**src/hdl/ocp_params.svh**
```systemverilog
// Constants for the over-current fault response block
`ifndef OCP_PARAMS_SVH
`define OCP_PARAMS_SVH
`define OCP_CMD_LIMIT 8'h46
`define OCP_CMD_RESPONSE 8'h47
`define OCP_CMD_UNIT 8'hD2
`define OCP_RESP_MSB 7
`define OCP_RESP_LSB 6
`define OCP_RETRY_MSB 5
`define OCP_RETRY_LSB 3
`define OCP_TIME_MSB 2
`define OCP_TIME_LSB 0
`define OCP_RESPONSE_RESET 8'h00
`define OCP_LIMIT_RESET 16'h0000
`define OCP_UNIT_RESET 16'h0001
`define OCP_RETRY_NONE 3'h0
`define OCP_RETRY_FOREVER 3'h7
`define OCP_READ_RESET 16'h0000
`endif

```
**src/hdl/ocp_pkg.sv**
```systemverilog
// Types for the over-current fault response block
package ocp_pkg;
  typedef enum logic [1:0] {
    resp_ignore = 2'b00,
    resp_cond_cc = 2'b01,
    resp_delay_cc = 2'b10,
    resp_disable = 2'b11
  } response_type;
  typedef enum logic [2:0] {
    st_run = 3'b000,
    st_limit = 3'b001,
    st_wait = 3'b010,
    st_latched = 3'b011
  } state_type;
endpackage

```
**src/hdl/overcurrent_fault_response.sv**
```systemverilog
// Over-current fault policy: response setting, delay timing and restart control
//
// Summary of operation
// - Every over-current fault sets the fault flag and pulses host notification.
// - Code 00: keep running with constant-current limiting, forever.
// - Code 01: limit while voltage above threshold; below it shut down and retry.
// - Code 10: limit for time field delay; still limiting then shut down and retry.
// - Code 11: shut down at once, then follow the retry count.
// - Retry 000 means no restart; 111 means restart without end.
// - Retry 001..110 give that many restarts; then off until off command, fault clear or another fault.
// - Restart interval is time field count times the delay unit.
// - Response setting is a read/write byte at command 0x47.
// - Time field count doubles per step, 1 to 128 units; unit at 0xD2.
// - Endless retry stops only on off command, fault clear or another fault.
// - Over-current limit is a read/write word at command 0x46.
`timescale 1ns/1ns
`include "ocp_params.svh"
module overcurrent_fault_response #(
  parameter int UNIT_W = 16,
  parameter int CNT_W = 24
) (
  // Clock and reset
  input wire logic mclk,
  input wire logic reset_n,
  // Command register access
  input wire logic [7:0] cmd_code,
  input wire logic wr_byte,
  input wire logic wr_word,
  input wire logic [15:0] wr_data,
  output logic [15:0] rd_data,
  // Converter status
  input wire logic overcurrent,
  input wire logic below_lv_threshold,
  input wire logic output_commanded_on,
  input wire logic other_fault,
  input wire logic fault_clear,
  // Converter control
  output logic output_enable,
  output logic current_limit_active,
  output logic fault_flag,
  output logic host_alert,
  output logic [15:0] overcurrent_limit_level,
  output logic [15:0] delay_unit_cycles
);
  logic [7:0] overcurrent_response_setting_q;
  logic [15:0] limit_q;
  logic [15:0] rd_q;
  logic [UNIT_W-1:0] unit_q;
  ocp_pkg::state_type state_q, state_d;
  logic [CNT_W-1:0] timer_q, timer_d;
  logic [2:0] tries_q, tries_d;
  logic flag_q, alert_q, oc_q;

  // ----------------------------------------------------------------
  // Field decode
  // ----------------------------------------------------------------
  // Units per time code: 1 << code, so 0 gives 1 and 7 gives 128
  function automatic logic [CNT_W-1:0] span(input logic [2:0] code,
                                            input logic [UNIT_W-1:0] unit);
    logic [CNT_W-1:0] u;
    u = CNT_W'(unit);
    span = u << code;
  endfunction

  wire ocp_pkg::response_type resp =
    ocp_pkg::response_type'(overcurrent_response_setting_q[`OCP_RESP_MSB:`OCP_RESP_LSB]);
  wire [2:0] retry_code = overcurrent_response_setting_q[`OCP_RETRY_MSB:`OCP_RETRY_LSB];
  wire [2:0] time_code = overcurrent_response_setting_q[`OCP_TIME_MSB:`OCP_TIME_LSB];
  wire [CNT_W-1:0] interval = span(time_code, unit_q);
  wire fault_rise = overcurrent && !oc_q;
  wire abort = fault_clear || !output_commanded_on || other_fault;
  wire retry_left = (retry_code == `OCP_RETRY_FOREVER) || (tries_q < retry_code);
  wire timer_done = (timer_q <= CNT_W'(1));
  wire sel_response = (cmd_code == `OCP_CMD_RESPONSE);
  wire sel_limit = (cmd_code == `OCP_CMD_LIMIT);
  wire sel_unit = (cmd_code == `OCP_CMD_UNIT);

  // ----------------------------------------------------------------
  // Command registers
  // ----------------------------------------------------------------
  always_ff @(posedge mclk or negedge reset_n) begin
    if (!reset_n) begin
      overcurrent_response_setting_q <= `OCP_RESPONSE_RESET;
      limit_q <= `OCP_LIMIT_RESET;
      unit_q <= UNIT_W'(`OCP_UNIT_RESET);
    end else begin
      if (wr_byte && sel_response)
        overcurrent_response_setting_q <= wr_data[7:0];
      if (wr_word && sel_limit)
        limit_q <= wr_data;
      if (wr_word && sel_unit)
        unit_q <= wr_data[UNIT_W-1:0];
    end
  end

  // Unlisted codes read as zero; the read word is registered, so it
  // follows cmd_code one edge later and never glitches while the code settles
  wire [15:0] rd_d = sel_response ? {8'h00, overcurrent_response_setting_q} :
                     sel_limit ? limit_q :
                     sel_unit ? 16'(unit_q) :
                     16'h0000;

  always_ff @(posedge mclk or negedge reset_n) begin
    if (!reset_n)
      rd_q <= `OCP_READ_RESET;
    else
      rd_q <= rd_d;
  end

  // ----------------------------------------------------------------
  // Response state machine
  // ----------------------------------------------------------------
  // After a shutdown, st_wait times the interval before each restart.
  always_comb begin
    state_d = state_q;
    timer_d = timer_q;
    tries_d = tries_q;
    if (timer_q != '0)
      timer_d = timer_q - CNT_W'(1);
    case (state_q)
      ocp_pkg::st_run: begin
        if (overcurrent) begin
          case (resp)
            ocp_pkg::resp_ignore: state_d = ocp_pkg::st_limit;
            ocp_pkg::resp_cond_cc: state_d = ocp_pkg::st_limit;
            ocp_pkg::resp_delay_cc: begin
              state_d = ocp_pkg::st_limit;
              timer_d = interval;
            end
            default: begin
              state_d = retry_left ? ocp_pkg::st_wait : ocp_pkg::st_latched;
              timer_d = interval;
            end
          endcase
        end
      end
      ocp_pkg::st_limit: begin
        if (!overcurrent)
          state_d = ocp_pkg::st_run;
        else if ((resp == ocp_pkg::resp_cond_cc && below_lv_threshold) ||
                 (resp == ocp_pkg::resp_delay_cc && timer_done) ||
                 resp == ocp_pkg::resp_disable) begin
          state_d = retry_left ? ocp_pkg::st_wait : ocp_pkg::st_latched;
          timer_d = interval;
        end
      end
      ocp_pkg::st_wait: begin
        if (timer_done) begin
          state_d = ocp_pkg::st_run;
          if (retry_code != `OCP_RETRY_FOREVER)
            tries_d = tries_q + 3'h1;
        end
      end
      ocp_pkg::st_latched: state_d = ocp_pkg::st_latched;
      default: state_d = ocp_pkg::st_run;
    endcase
    if (abort) begin
      state_d = ocp_pkg::st_run;
      timer_d = '0;
      tries_d = 3'h0;
    end
  end

  always_ff @(posedge mclk or negedge reset_n) begin
    if (!reset_n) begin
      state_q <= ocp_pkg::st_run;
      timer_q <= '0;
      tries_q <= 3'h0;
      oc_q <= 1'b0;
    end else begin
      state_q <= state_d;
      timer_q <= timer_d;
      tries_q <= tries_d;
      oc_q <= overcurrent;
    end
  end

  // ----------------------------------------------------------------
  // Fault flag and host notification
  // ----------------------------------------------------------------
  // Fault set wins over a same-cycle clear so no event is lost.
  always_ff @(posedge mclk or negedge reset_n) begin
    if (!reset_n) begin
      flag_q <= 1'b0;
      alert_q <= 1'b0;
    end else begin
      flag_q <= fault_rise || (flag_q && !fault_clear);
      alert_q <= fault_rise;
    end
  end

  assign rd_data = rd_q;
  assign fault_flag = flag_q;
  assign host_alert = alert_q;
  assign output_enable = (state_q == ocp_pkg::st_run) || (state_q == ocp_pkg::st_limit);
  assign current_limit_active = (state_q == ocp_pkg::st_limit);
  assign overcurrent_limit_level = limit_q;
  assign delay_unit_cycles = 16'(unit_q);

  // ----------------------------------------------------------------
  // Checks
  // ----------------------------------------------------------------
  property p_flag_set;
    @(posedge mclk) disable iff (!reset_n) fault_rise |=> fault_flag && host_alert;
  endproperty
  a_flag_set: assert property (p_flag_set) else $error("fault not flagged");

  property p_ignore_runs;
    @(posedge mclk) disable iff (!reset_n)
      (state_q == ocp_pkg::st_limit && resp == ocp_pkg::resp_ignore && !abort) |=> output_enable;
  endproperty
  a_ignore_runs: assert property (p_ignore_runs) else $error("code 00 shut down");

  property p_lv_trip;
    @(posedge mclk) disable iff (!reset_n)
      (state_q == ocp_pkg::st_limit && resp == ocp_pkg::resp_cond_cc && overcurrent &&
       below_lv_threshold && !abort) |=> !output_enable;
  endproperty
  a_lv_trip: assert property (p_lv_trip) else $error("low voltage did not trip");

  property p_delay_trip;
    @(posedge mclk) disable iff (!reset_n)
      (state_q == ocp_pkg::st_limit && resp == ocp_pkg::resp_delay_cc && overcurrent &&
       timer_done && !abort) |=> !output_enable;
  endproperty
  a_delay_trip: assert property (p_delay_trip) else $error("delay expiry missed");

  property p_disable_now;
    @(posedge mclk) disable iff (!reset_n)
      (state_q == ocp_pkg::st_run && overcurrent && resp == ocp_pkg::resp_disable && !abort)
      |=> !output_enable;
  endproperty
  a_disable_now: assert property (p_disable_now) else $error("code 11 kept running");

  property p_latched_holds;
    @(posedge mclk) disable iff (!reset_n)
      (state_q == ocp_pkg::st_latched && !abort) |=> state_q == ocp_pkg::st_latched;
  endproperty
  a_latched_holds: assert property (p_latched_holds) else $error("latched off left");

  property p_tries_bound;
    @(posedge mclk) disable iff (!reset_n)
      (retry_code != `OCP_RETRY_FOREVER && state_q != ocp_pkg::st_wait &&
       state_d == ocp_pkg::st_wait) |-> tries_q < retry_code;
  endproperty
  a_tries_bound: assert property (p_tries_bound) else $error("too many restarts");

  property p_interval;
    @(posedge mclk) disable iff (!reset_n)
      (state_q != ocp_pkg::st_wait ##1 state_q == ocp_pkg::st_wait) |-> timer_q == interval;
  endproperty
  a_interval: assert property (p_interval) else $error("restart interval wrong");

  property p_abort_resets;
    @(posedge mclk) disable iff (!reset_n) abort |=> tries_q == 3'h0 && timer_q == '0;
  endproperty
  a_abort_resets: assert property (p_abort_resets) else $error("retry state kept");
endmodule // overcurrent_fault_response

```
**config.mk**
```make
export PLATFORM = sky130hd
export DESIGN_NAME = overcurrent_fault_response
export DESIGN_NICKNAME = d
export VERILOG_FILES = /design/src/hdl/ocp_pkg.sv /design/src/hdl/overcurrent_fault_response.sv
export VERILOG_INCLUDE_DIRS = /design/src /design/src/hdl
export SDC_FILE = /design/constraint.sdc
export NUM_CORES = 1
export LEC_CHECK = 0
export ABC_AREA = 1
export CAP_MARGIN = 20
export CORE_AREA = 3 3 125 127
export CTS_CLUSTER_DIAMETER = 60
export DETAILED_ROUTE_END_ITERATION = 12
export DIE_AREA = 0 0 128 130
export DONT_BUFFER_PORTS = 1
export PLACE_DENSITY_LB_ADDON = 0.25
export SLEW_MARGIN = 20
export SYNTH_ARGS = -nofsm -noshare
export SYNTH_HDL_FRONTEND = slang
export SYNTH_SLANG_ARGS = --single-unit
```
**constraint.sdc**
```tcl
create_clock -name mclk -period 2.1 [get_ports mclk]
set_input_delay 0.42 -clock mclk [delete_from_list [all_inputs] [get_ports mclk]]
set_output_delay 0.42 -clock mclk [all_outputs]
set_load 0.02 [all_outputs]
```
Word level (Yosys, flattened, before mapping)
Cells that the tools add are included.

storage, ports and cells
  register bits = 89
  bits of input ports = 33
  output and inout bits = 52
  logic and storage cells = 78

cells by class
  $add $sub $neg = 2
  $lt $le $gt $ge = 2
  equal/unequal tests = 14
  shift operators = 1
  mux-type cells = 22
  reductions and logical operators = 27

operator list
  cell                                                             number
  two-way mux 24 bit                                               6
  two-way mux 16 bit                                               3
  case mux 24 bit (2 select lines)                                 1
  two-way mux 3 bit                                                9
  less-or-equal comparator 24 x 1 -> 1 bit, second input constant  1
  nonzero test 24 bit                                              1
  left shift 16 x 3 -> 24 bit                                      1
  subtractor 24 x 1 -> 24 bit, second input constant               1
  equality test 8 x 7 -> 1 bit, second input constant              2
  case mux 3 bit (4 select lines)                                  1
  inequality test 3 bit, second input constant                     3
  equality test 8 bit, second input constant                       1
  logical AND 1 bit                                                7
  logical OR 1 bit                                                 7
  equality test 3 x 2 -> 1 bit, second input constant              2
  AND reduction 3 bit                                              2
  nonzero test 2 bit                                               3
  equality test 2 bit, second input constant                       2
  inequality test 4 x 2 -> 1 bit, second input constant            1
  adder 3 x 1 -> 3 bit, second input constant                      1
  equality test 3 x 1 -> 1 bit, second input constant              1
  equality test 3 bit, second input constant                       1
  zero test 1 bit                                                  3
  zero test 3 bit                                                  1
  other kinds (7)                                                  7

Depth between registers and ports, before layout
Gate-level depths: netlist (run 1).

  depth after elaboration = 8
  mapped depth = 13
  mapped depth without buffers = 11

Worst setup path before layout (run 1)
OpenSTA, ideal clock, no wires.

  kind = register -> register
  start point = reg timer_q[0]
  end point = reg timer_q[6]
  library setup time = 121 ps
  data arrival time = 1632 ps
  data required time = 1979 ps
  slack = 347 ps
  cell stages (with the launch flop) = 12
  buffers on the path = 2
  period minus slack after synthesis = 1753 ps
  path through = dfrtp_1 -> inv_1 -> ha_1 -> clkbuf_2 -> nor2_1 -> nor2_1 -> nand4_1 -> nand2_1 -> nand2_1 -> buf_2 -> o21ai_0 -> nor2_1

between the ends
  longest elaborated chain between the ends = 8
  elaborated cells between the ends (all ways) = 13
  those cells by class = add/sub (1); order compare (1); mux (7); reduce/logical (4)

RTL lines
  what                                      line                               RTL
  start: declaration                        overcurrent_fault_response.sv:50   logic [CNT_W-1:0] timer_q, timer_d;
  start signal: assignment                  overcurrent_fault_response.sv:172  timer_q <= timer_d;
  less-or-equal comparator 24 x 1 -> 1 bit  overcurrent_fault_response.sv:73   wire timer_done = (timer_q <= CNT_W'(1));
  logical AND 1 bit                         overcurrent_fault_response.sv:141  (resp == ocp_pkg::resp_delay_cc && timer_done) ||
  logical OR 1 bit                          overcurrent_fault_response.sv:140  else if ((resp == ocp_pkg::resp_cond_cc && below_lv_threshold) ||
  logical OR 1 bit                          overcurrent_fault_response.sv:141
  two-way mux 24 bit                        overcurrent_fault_response.sv:140
  two-way mux 24 bit                        overcurrent_fault_response.sv:138  if (!overcurrent)
  case mux 24 bit (2 select lines) *        overcurrent_fault_response.sv:120  case (state_q)
  two-way mux 24 bit *                      overcurrent_fault_response.sv:157  if (abort) begin
  net timer_d[6]                            overcurrent_fault_response.sv:50

The timed path passes the listed nets; every way through them passes the cells marked *.
A chain may end at the register's enable or synchronous reset.

Final worst setup path (run 1)
  start point = reg timer_q[0]
  end point = reg timer_q[22]

Same word-level chain as after synthesis.

==> results.ini, run 1 <==
[floorplan]
die_y_um=130
core_area_sq_um=14500
fp.dieW_um=128
ios=85
start_util=0.367
row_count=44
dieArea_sq_um=16600

[placed_design]
gp_congestion=0.904
post-dp-hpwl_um=11300
dpl_cell_area_sq_um=5570
numPortBuffers=0

[synthesis]
yosysUniqueCellTypes=33
netlist.area_leader.share=0.408
yosys.area.top_type=dfrtp_1
ys_seq_elements=88
syn-num-nets=821
ys_warn_count=0
synth_area_leaders=dfrtp_1 (41%), nand2_1 (17%), nand3_1 (8.8%)
yosysSeqAreaShare=0.413
syn_area_sq_um=5330
syn_area_per_cell_sq_um=6.82
syn_inst=782

[cells_and_area]
multiInputGateArea_sq_um=2700
drive_above_1_share=0.0816
fillerInstances=1537
nets=818
stdcell_area_sq_um=5930
regArea_sq_um=2200
n_antenna_cell=0
area_growth_pct=11.2

[sta]
hold_slack_ns=-0.236
final.min_clock_period_ns=1.87
tns_ns=0
rsz0062_at_grt=false
fmax_mhz=534
worst_slew_pin_slew_ns=0.507
setup_viol=0
final_max_slew_viol_count=0
finalCritPeriodShare=0.892
skew_ns=0.00753
final_hold_viol_count=88
slew-limit-headroom=0.661

[setup_path]
cp_cell_sequence=inv_1, ha_1, buf_4, nand2_1, nor2_2, buf_4, nand3_1, nand2_1, nand3_1, o21ai_0, nand2_1, nor2_1
critPathBufInv=3
crit_type=reg -> reg
critPathTopFamily=simple AND/OR/NAND/NOR gates
path_common_cell=nand2_1
cp_slowest_stage_delay_ns=0.38
end_kind=flop
crit_fanout=7
cp.required_ns=2.38
startpoint_type=flop
critPathSlowestCell=dfrtp_1
arrival_ns=2.15

[clock_tree]
clk_pin_slew_ns=0.07
clk_latency_ns=0.35
cts_root_buffer=clkbuf_16
cts_tree=done
cts_made_buffers=9
cts.sinks=88
htree_num_levels=3
clk_path_buf_depth=2

[route]
wl_met3_um=722
met2_length_um=6970
wire_per_inst_um=15.6
vias=4968
wl_um=15100
first_pass_iters=5
top_layer=met4
drt_iter0_markers=328
postRouteAntennaNets=0
wl_met1_um=7140
via_per_inst=5.13
drc=0

[grt]
grt_pass1_wl_um=24000
grt_pass1_vias=4551
grt_max_degree=89
overflow=0
antenna_found_initial=0
grtUsageTotal=0.184

[outcome]
violations=hold timing
outcome=complete, but fails checks

[power]
p_leak_uw=0.00296
power.density_nw_per_um2=1620
irDropWorstVdd_v=0.000779

[hold_path]
hp-class=in -> async

[run]
max_cap_violations=0

## where the power goes
| part | internal (uW) | switching (uW) |
|---|---|---|
| combinational | 1960 | 3580 |
| clock | 1180 | 724 |
| sequential | 1900 | 293 |
| total | 5030 | 4590 |
## per-layer routing
layer,vias up,GRT usage
li1,2531,-
met2,124,0.296
met5,-,0
met1,2294,0.251
met3,19,0.0397
met4,0,0.0587
## path summary, 6_finish.rpt
path / start / end / slack (ns) / cells after the start
max reg2reg: timer_q[0] / timer_q[22] / 0.23 / 12
min: reset_n / overcurrent_limit_level[11] / -0.24 / 0
max: timer_q[0] / timer_q[22] / 0.23 / 12
min in group mclk: overcurrent / oc_q / 0.10 / 0
max in group asynchronous: reset_n / delay_unit_cycles[0] / 2.15 / 0
min reg2reg: oc_q / host_alert / 0.42 / 1
## kinds of logic after synthesis
group | after synthesis | share of synthesized area
and+or+nand+nor | 451 | 0.361
buffers and inverters | 108 | 0.0817
AOI/OAI and AO/OA | 126 | 0.125
DFF | 88 | 0.413
xor gates and xnor gates | 3 | 0.00493
adders and majority gates | 6 | 0.0141
## cell type report
| cell class | instances | area share |
|---|---|---|
| sequential | 88 | 0.372 |
| inverter | 74 | 0.0469 |
| clock inverter | 7 | 0.0211 |
| clock buffer | 9 | 0.0380 |
| timing repair buffer | 20 | 0.0274 |
| multi-input combinational | 586 | 0.456 |
| tap | 184 | 0.0389 |
## cell usage in the layout (no fill, tap or decap), drive strengths merged, types with 3 or more instances in the layout
cell type  count
a21oi         25
buf           20
bufinv         3
clkbuf         9
clkinv         3
dfrtp         87
ha             6
inv           75
nand2        238
nand3         94
nand3b         3
nand4         10
nor2          90
nor3           5
o211ai         9
o21ai         85
or2            9
xor2           3
## Yosys cell counts
library cell / instances
o22ai_1: 1
nand3b_1: 3
nand3_1: 94
ha_1: 6
inv_1: 70
nor2_4: 2
a22oi_1: 1
clkinv_1: 1
clkbuf_2: 1
o21bai_1: 1
a21oi_1: 25
buf_6: 2
a31oi_1: 2
o221ai_1: 1
nor2_1: 80
nor3b_1: 1
inv_2: 3
dfrtp_1: 87
nand2_1: 236
nand2_2: 2
nand4_1: 10
dfstp_2: 1
or2_2: 9
o21ai_1: 1
xor2_1: 3
a21boi_0: 1
buf_2: 11
o211ai_1: 9
o21ai_0: 84
clkbuf_1: 20
nor3_1: 5
and2_1: 1
nor2_2: 8
## stage by stage
stage | setup WS [ns] | power, uW | cells | util
after floorplan | 0.347 | 6360 | 782 | -
after global placement | 0.241 | 7670 | 952 | 0.383
after detailed placement | 0.207 | 7650 | 952 | 0.383
after CTS | 0.207 | 9590 | 968 | 0.407
after global routing | 0.0260 | 10500 | 968 | 0.408
final | 0.228 | 9620 | 968 | 0.408
## registers in the layout, summed over array words and instances, names as in the netlist
signal and count:
timer_q 24, delay_unit_cycles 16, overcurrent_limit_level 16, rd_data 16, overcurrent_response_setting_q 8, tries_q 3, state_q 2, fault_flag 1
host_alert 1, oc_q 1
## what timing repair did
item                                   in CTS  in global routing
setup endpoints to repair                   0                  2
gates resized for setup                     0                  2
endpoints found under the hold margin      88                 88
setup buffers                               0                  0
Note: power is estimated with default switching activity, not from simulation.
==> inputs of run 2 (changes only) <==
--- a/config.mk
+++ b/config.mk
@@ -8,11 +8,12 @@
 export LEC_CHECK = 0
 export ABC_AREA = 1
 export CAP_MARGIN = 20
-export CORE_AREA = 3 3 125 127
+export CORE_AREA = 3 3 138 140
 export CTS_CLUSTER_DIAMETER = 60
 export DETAILED_ROUTE_END_ITERATION = 12
-export DIE_AREA = 0 0 128 130
+export DIE_AREA = 0 0 141 143
 export DONT_BUFFER_PORTS = 1
+export GPL_TIMING_DRIVEN = 0
 export PLACE_DENSITY_LB_ADDON = 0.25
 export SLEW_MARGIN = 20
 export SYNTH_ARGS = -nofsm -noshare
==> results.ini, run 2 (synthesized netlist as in run 1, its figures left out) <==
[outcome]
outcome=complete, but fails checks
violations=hold timing

[cells_and_area]
nets=835  ; +2.1%
area_growth_pct=12.8
largest_register=timer_q
largest_register_ffs=24  ; unchanged
n_antenna_cell=0  ; unchanged
final_common_cell=nand2_1
layout_common_cells=nand2_1 (234), nand3_1 (94), dfrtp_1 (87)
drive_above_1_share=0.0836  ; +0.00201

[power]
p_int_uw=5000  ; -0.60%
power_switching_uw=4840  ; +5.4%
sw_frac_of_total=0.492  ; +0.0146
p_comb_frac=0.584  ; +0.009
seq_power_share=0.223  ; -0.005
p_leak_uw=0.00295  ; -0.15%
irDropWorstVdd_v=0.000897  ; +15%
power.density_nw_per_um2=1640  ; +0.74%
clkPwrFrac=0.193  ; -0.004
power.total_uw=9840  ; +2.2%

[route]
drc=0  ; unchanged
via_per_inst=4.87  ; -5.2%
drt_iter0_markers=392  ; +20%
first_pass_iters=5  ; unchanged
wl_um=17100  ; +13%
postRouteAntennaNets=0  ; unchanged
vias=5013  ; +0.91%
wire_per_inst_um=16.6  ; +6.1%

[clock_tree]
htree_num_levels=3  ; unchanged
cts_tree=done
clk_pin_slew_ns=0.07  ; about the same
cts_made_buffers=9  ; unchanged
clk_path_buf_depth=2  ; unchanged
cts.sinks=88  ; unchanged
clk_latency_ns=0.35  ; about the same
cts_root_buffer=clkbuf_16

[floorplan]
ios=85  ; unchanged
fp.dieW_um=141  ; +10%
row_count=49  ; +11%
dieArea_sq_um=20200  ; +21%
core_area_sq_um=18000  ; +24%
die_y_um=143  ; +10%
start_util=0.297  ; -0.0700

[setup_path]
end_kind=flop
startpoint_type=flop
arrival_ns=2.20  ; +0.05 ns
crit_type=reg -> reg
crit_fanout=10  ; +3
cp.required_ns=2.34  ; -0.04 ns

[sta]
postLayoutSetupSlackWorst_ns=0.140  ; -0.0883 ns
final_max_slew_viol_count=0  ; unchanged
final_hold_viol_count=88  ; unchanged
hold_slack_ns=-0.237  ; -0.00152 ns
setup_viol=0  ; unchanged
skew_ns=0.0100  ; +0.00248 ns
slew-limit-headroom=0.543  ; -0.119
fmax_mhz=510  ; -4.5%
finalCritPeriodShare=0.934  ; +0.0420
worst_slew_pin_slew_ns=0.681  ; +0.174 ns
final.min_clock_period_ns=1.96  ; +0.0883 ns

[hold_path]
hp-class=in -> async

[grt]
grt_pass1_vias=4834  ; +6.2%
grtUsageTotal=0.173  ; -0.0120
antenna_found_initial=0  ; unchanged
overflow=0  ; unchanged
grt_pass1_wl_um=27400  ; +14%
grt_max_degree=89  ; unchanged

[placed_design]
preCtsSetupSlack_ns=-0.181  ; -0.388 ns
post-dp-hpwl_um=13100  ; +17%
gp_congestion=0.923  ; +2.0%
numPortBuffers=0  ; unchanged

[run]
max_cap_violations=0  ; unchanged

run 2: final cells by class:
class / count / area, sq um
tap: 229 / 287
clock inverter: 6 / 116
inverter: 74 / 278
clock buffer: 10 / 229
timing repair buffer: 3 / 22.5
fill: 1959 / 11900
buffer: 34 / 170
sequential: 88 / 2200
multi-input combinational: 586 / 2710
run 2: path summary, 6_finish.rpt:
| kind | start | endpoint | slack [ns] | depth (start not counted) |
|---|---|---|---|---|
| max in group asynchronous | reset_n | delay_unit_cycles[0] | 2.15 | 0 |
| max | timer_q[1] | timer_q[3] | 0.14 | 11 |
| min in group mclk | overcurrent | oc_q | 0.10 | 0 |
| min | reset_n | overcurrent_response_setting_q[4] | -0.24 | 0 |
| min reg2reg | oc_q | host_alert | 0.43 | 1 |
| max reg2reg | timer_q[1] | timer_q[3] | 0.14 | 11 |
run 2: what timing repair did:
| action | 4_1_cts | 5_1_grt |
|---|---|---|
| setup endpoints to repair | 24 | 27 |
| endpoints found under the hold margin | 88 | 88 |
| gates resized for setup | 5 | 11 |
| pin swaps | 0 | 2 |
| buffers inserted | 0 | 3 |
run 2: metal layers:
layer / up-vias / GRT usage / wire length [um] / share of wire
met4: 0 / 0.0418 / 263 / 0.015
met2: 132 / 0.278 / 7880 / 0.46
met5: - / 0 / 0 / 0
met1: 2302 / 0.233 / 7930 / 0.46
met3: 17 / 0.0455 / 988 / 0.058
li1: 2562 / - / - / -
run 2: stage by stage:
| stage | setup TNS [ns] | instance area, sq um | cells | util | hold slack (ns) |
|---|---|---|---|---|---|
| after floorplan | 0 | 5330 | 782 | - | 0.124 |
| after global placement | -1.84 | 5620 | 1011 | 0.313 | 0.127 |
| after detailed placement | -1.97 | 5620 | 1011 | 0.313 | 0.127 |
| after CTS | 0 | 5970 | 1027 | 0.332 | -0.251 |
| after global routing | -0.0113 | 6010 | 1030 | 0.335 | -0.263 |
| final | 0 | 6010 | 1030 | 0.335 | -0.237 |
run 2: critical path: stages, from the launching register on:
cell and delay (ns):
dfrtp_1 0.41, inv_2 0.08, ha_1 0.13, clkbuf_4 0.17, nor2_1 0.07, nor2_2 0.18, nand4_1 0.14, nand2_2 0.11
nand2_2 0.12, buf_4 0.21, a21oi_1 0.18, nor2_1 0.07
run 2: power by group through the flow:
stage	clock [uW]	sequential [uW]	combinational [uW]
finish	1900	2190	5740
detailed placement	0	2220	5580
global placement	0	2230	5570
floorplan	0	2130	4230
CTS	1930	2190	5630
global route	2020	2220	6550
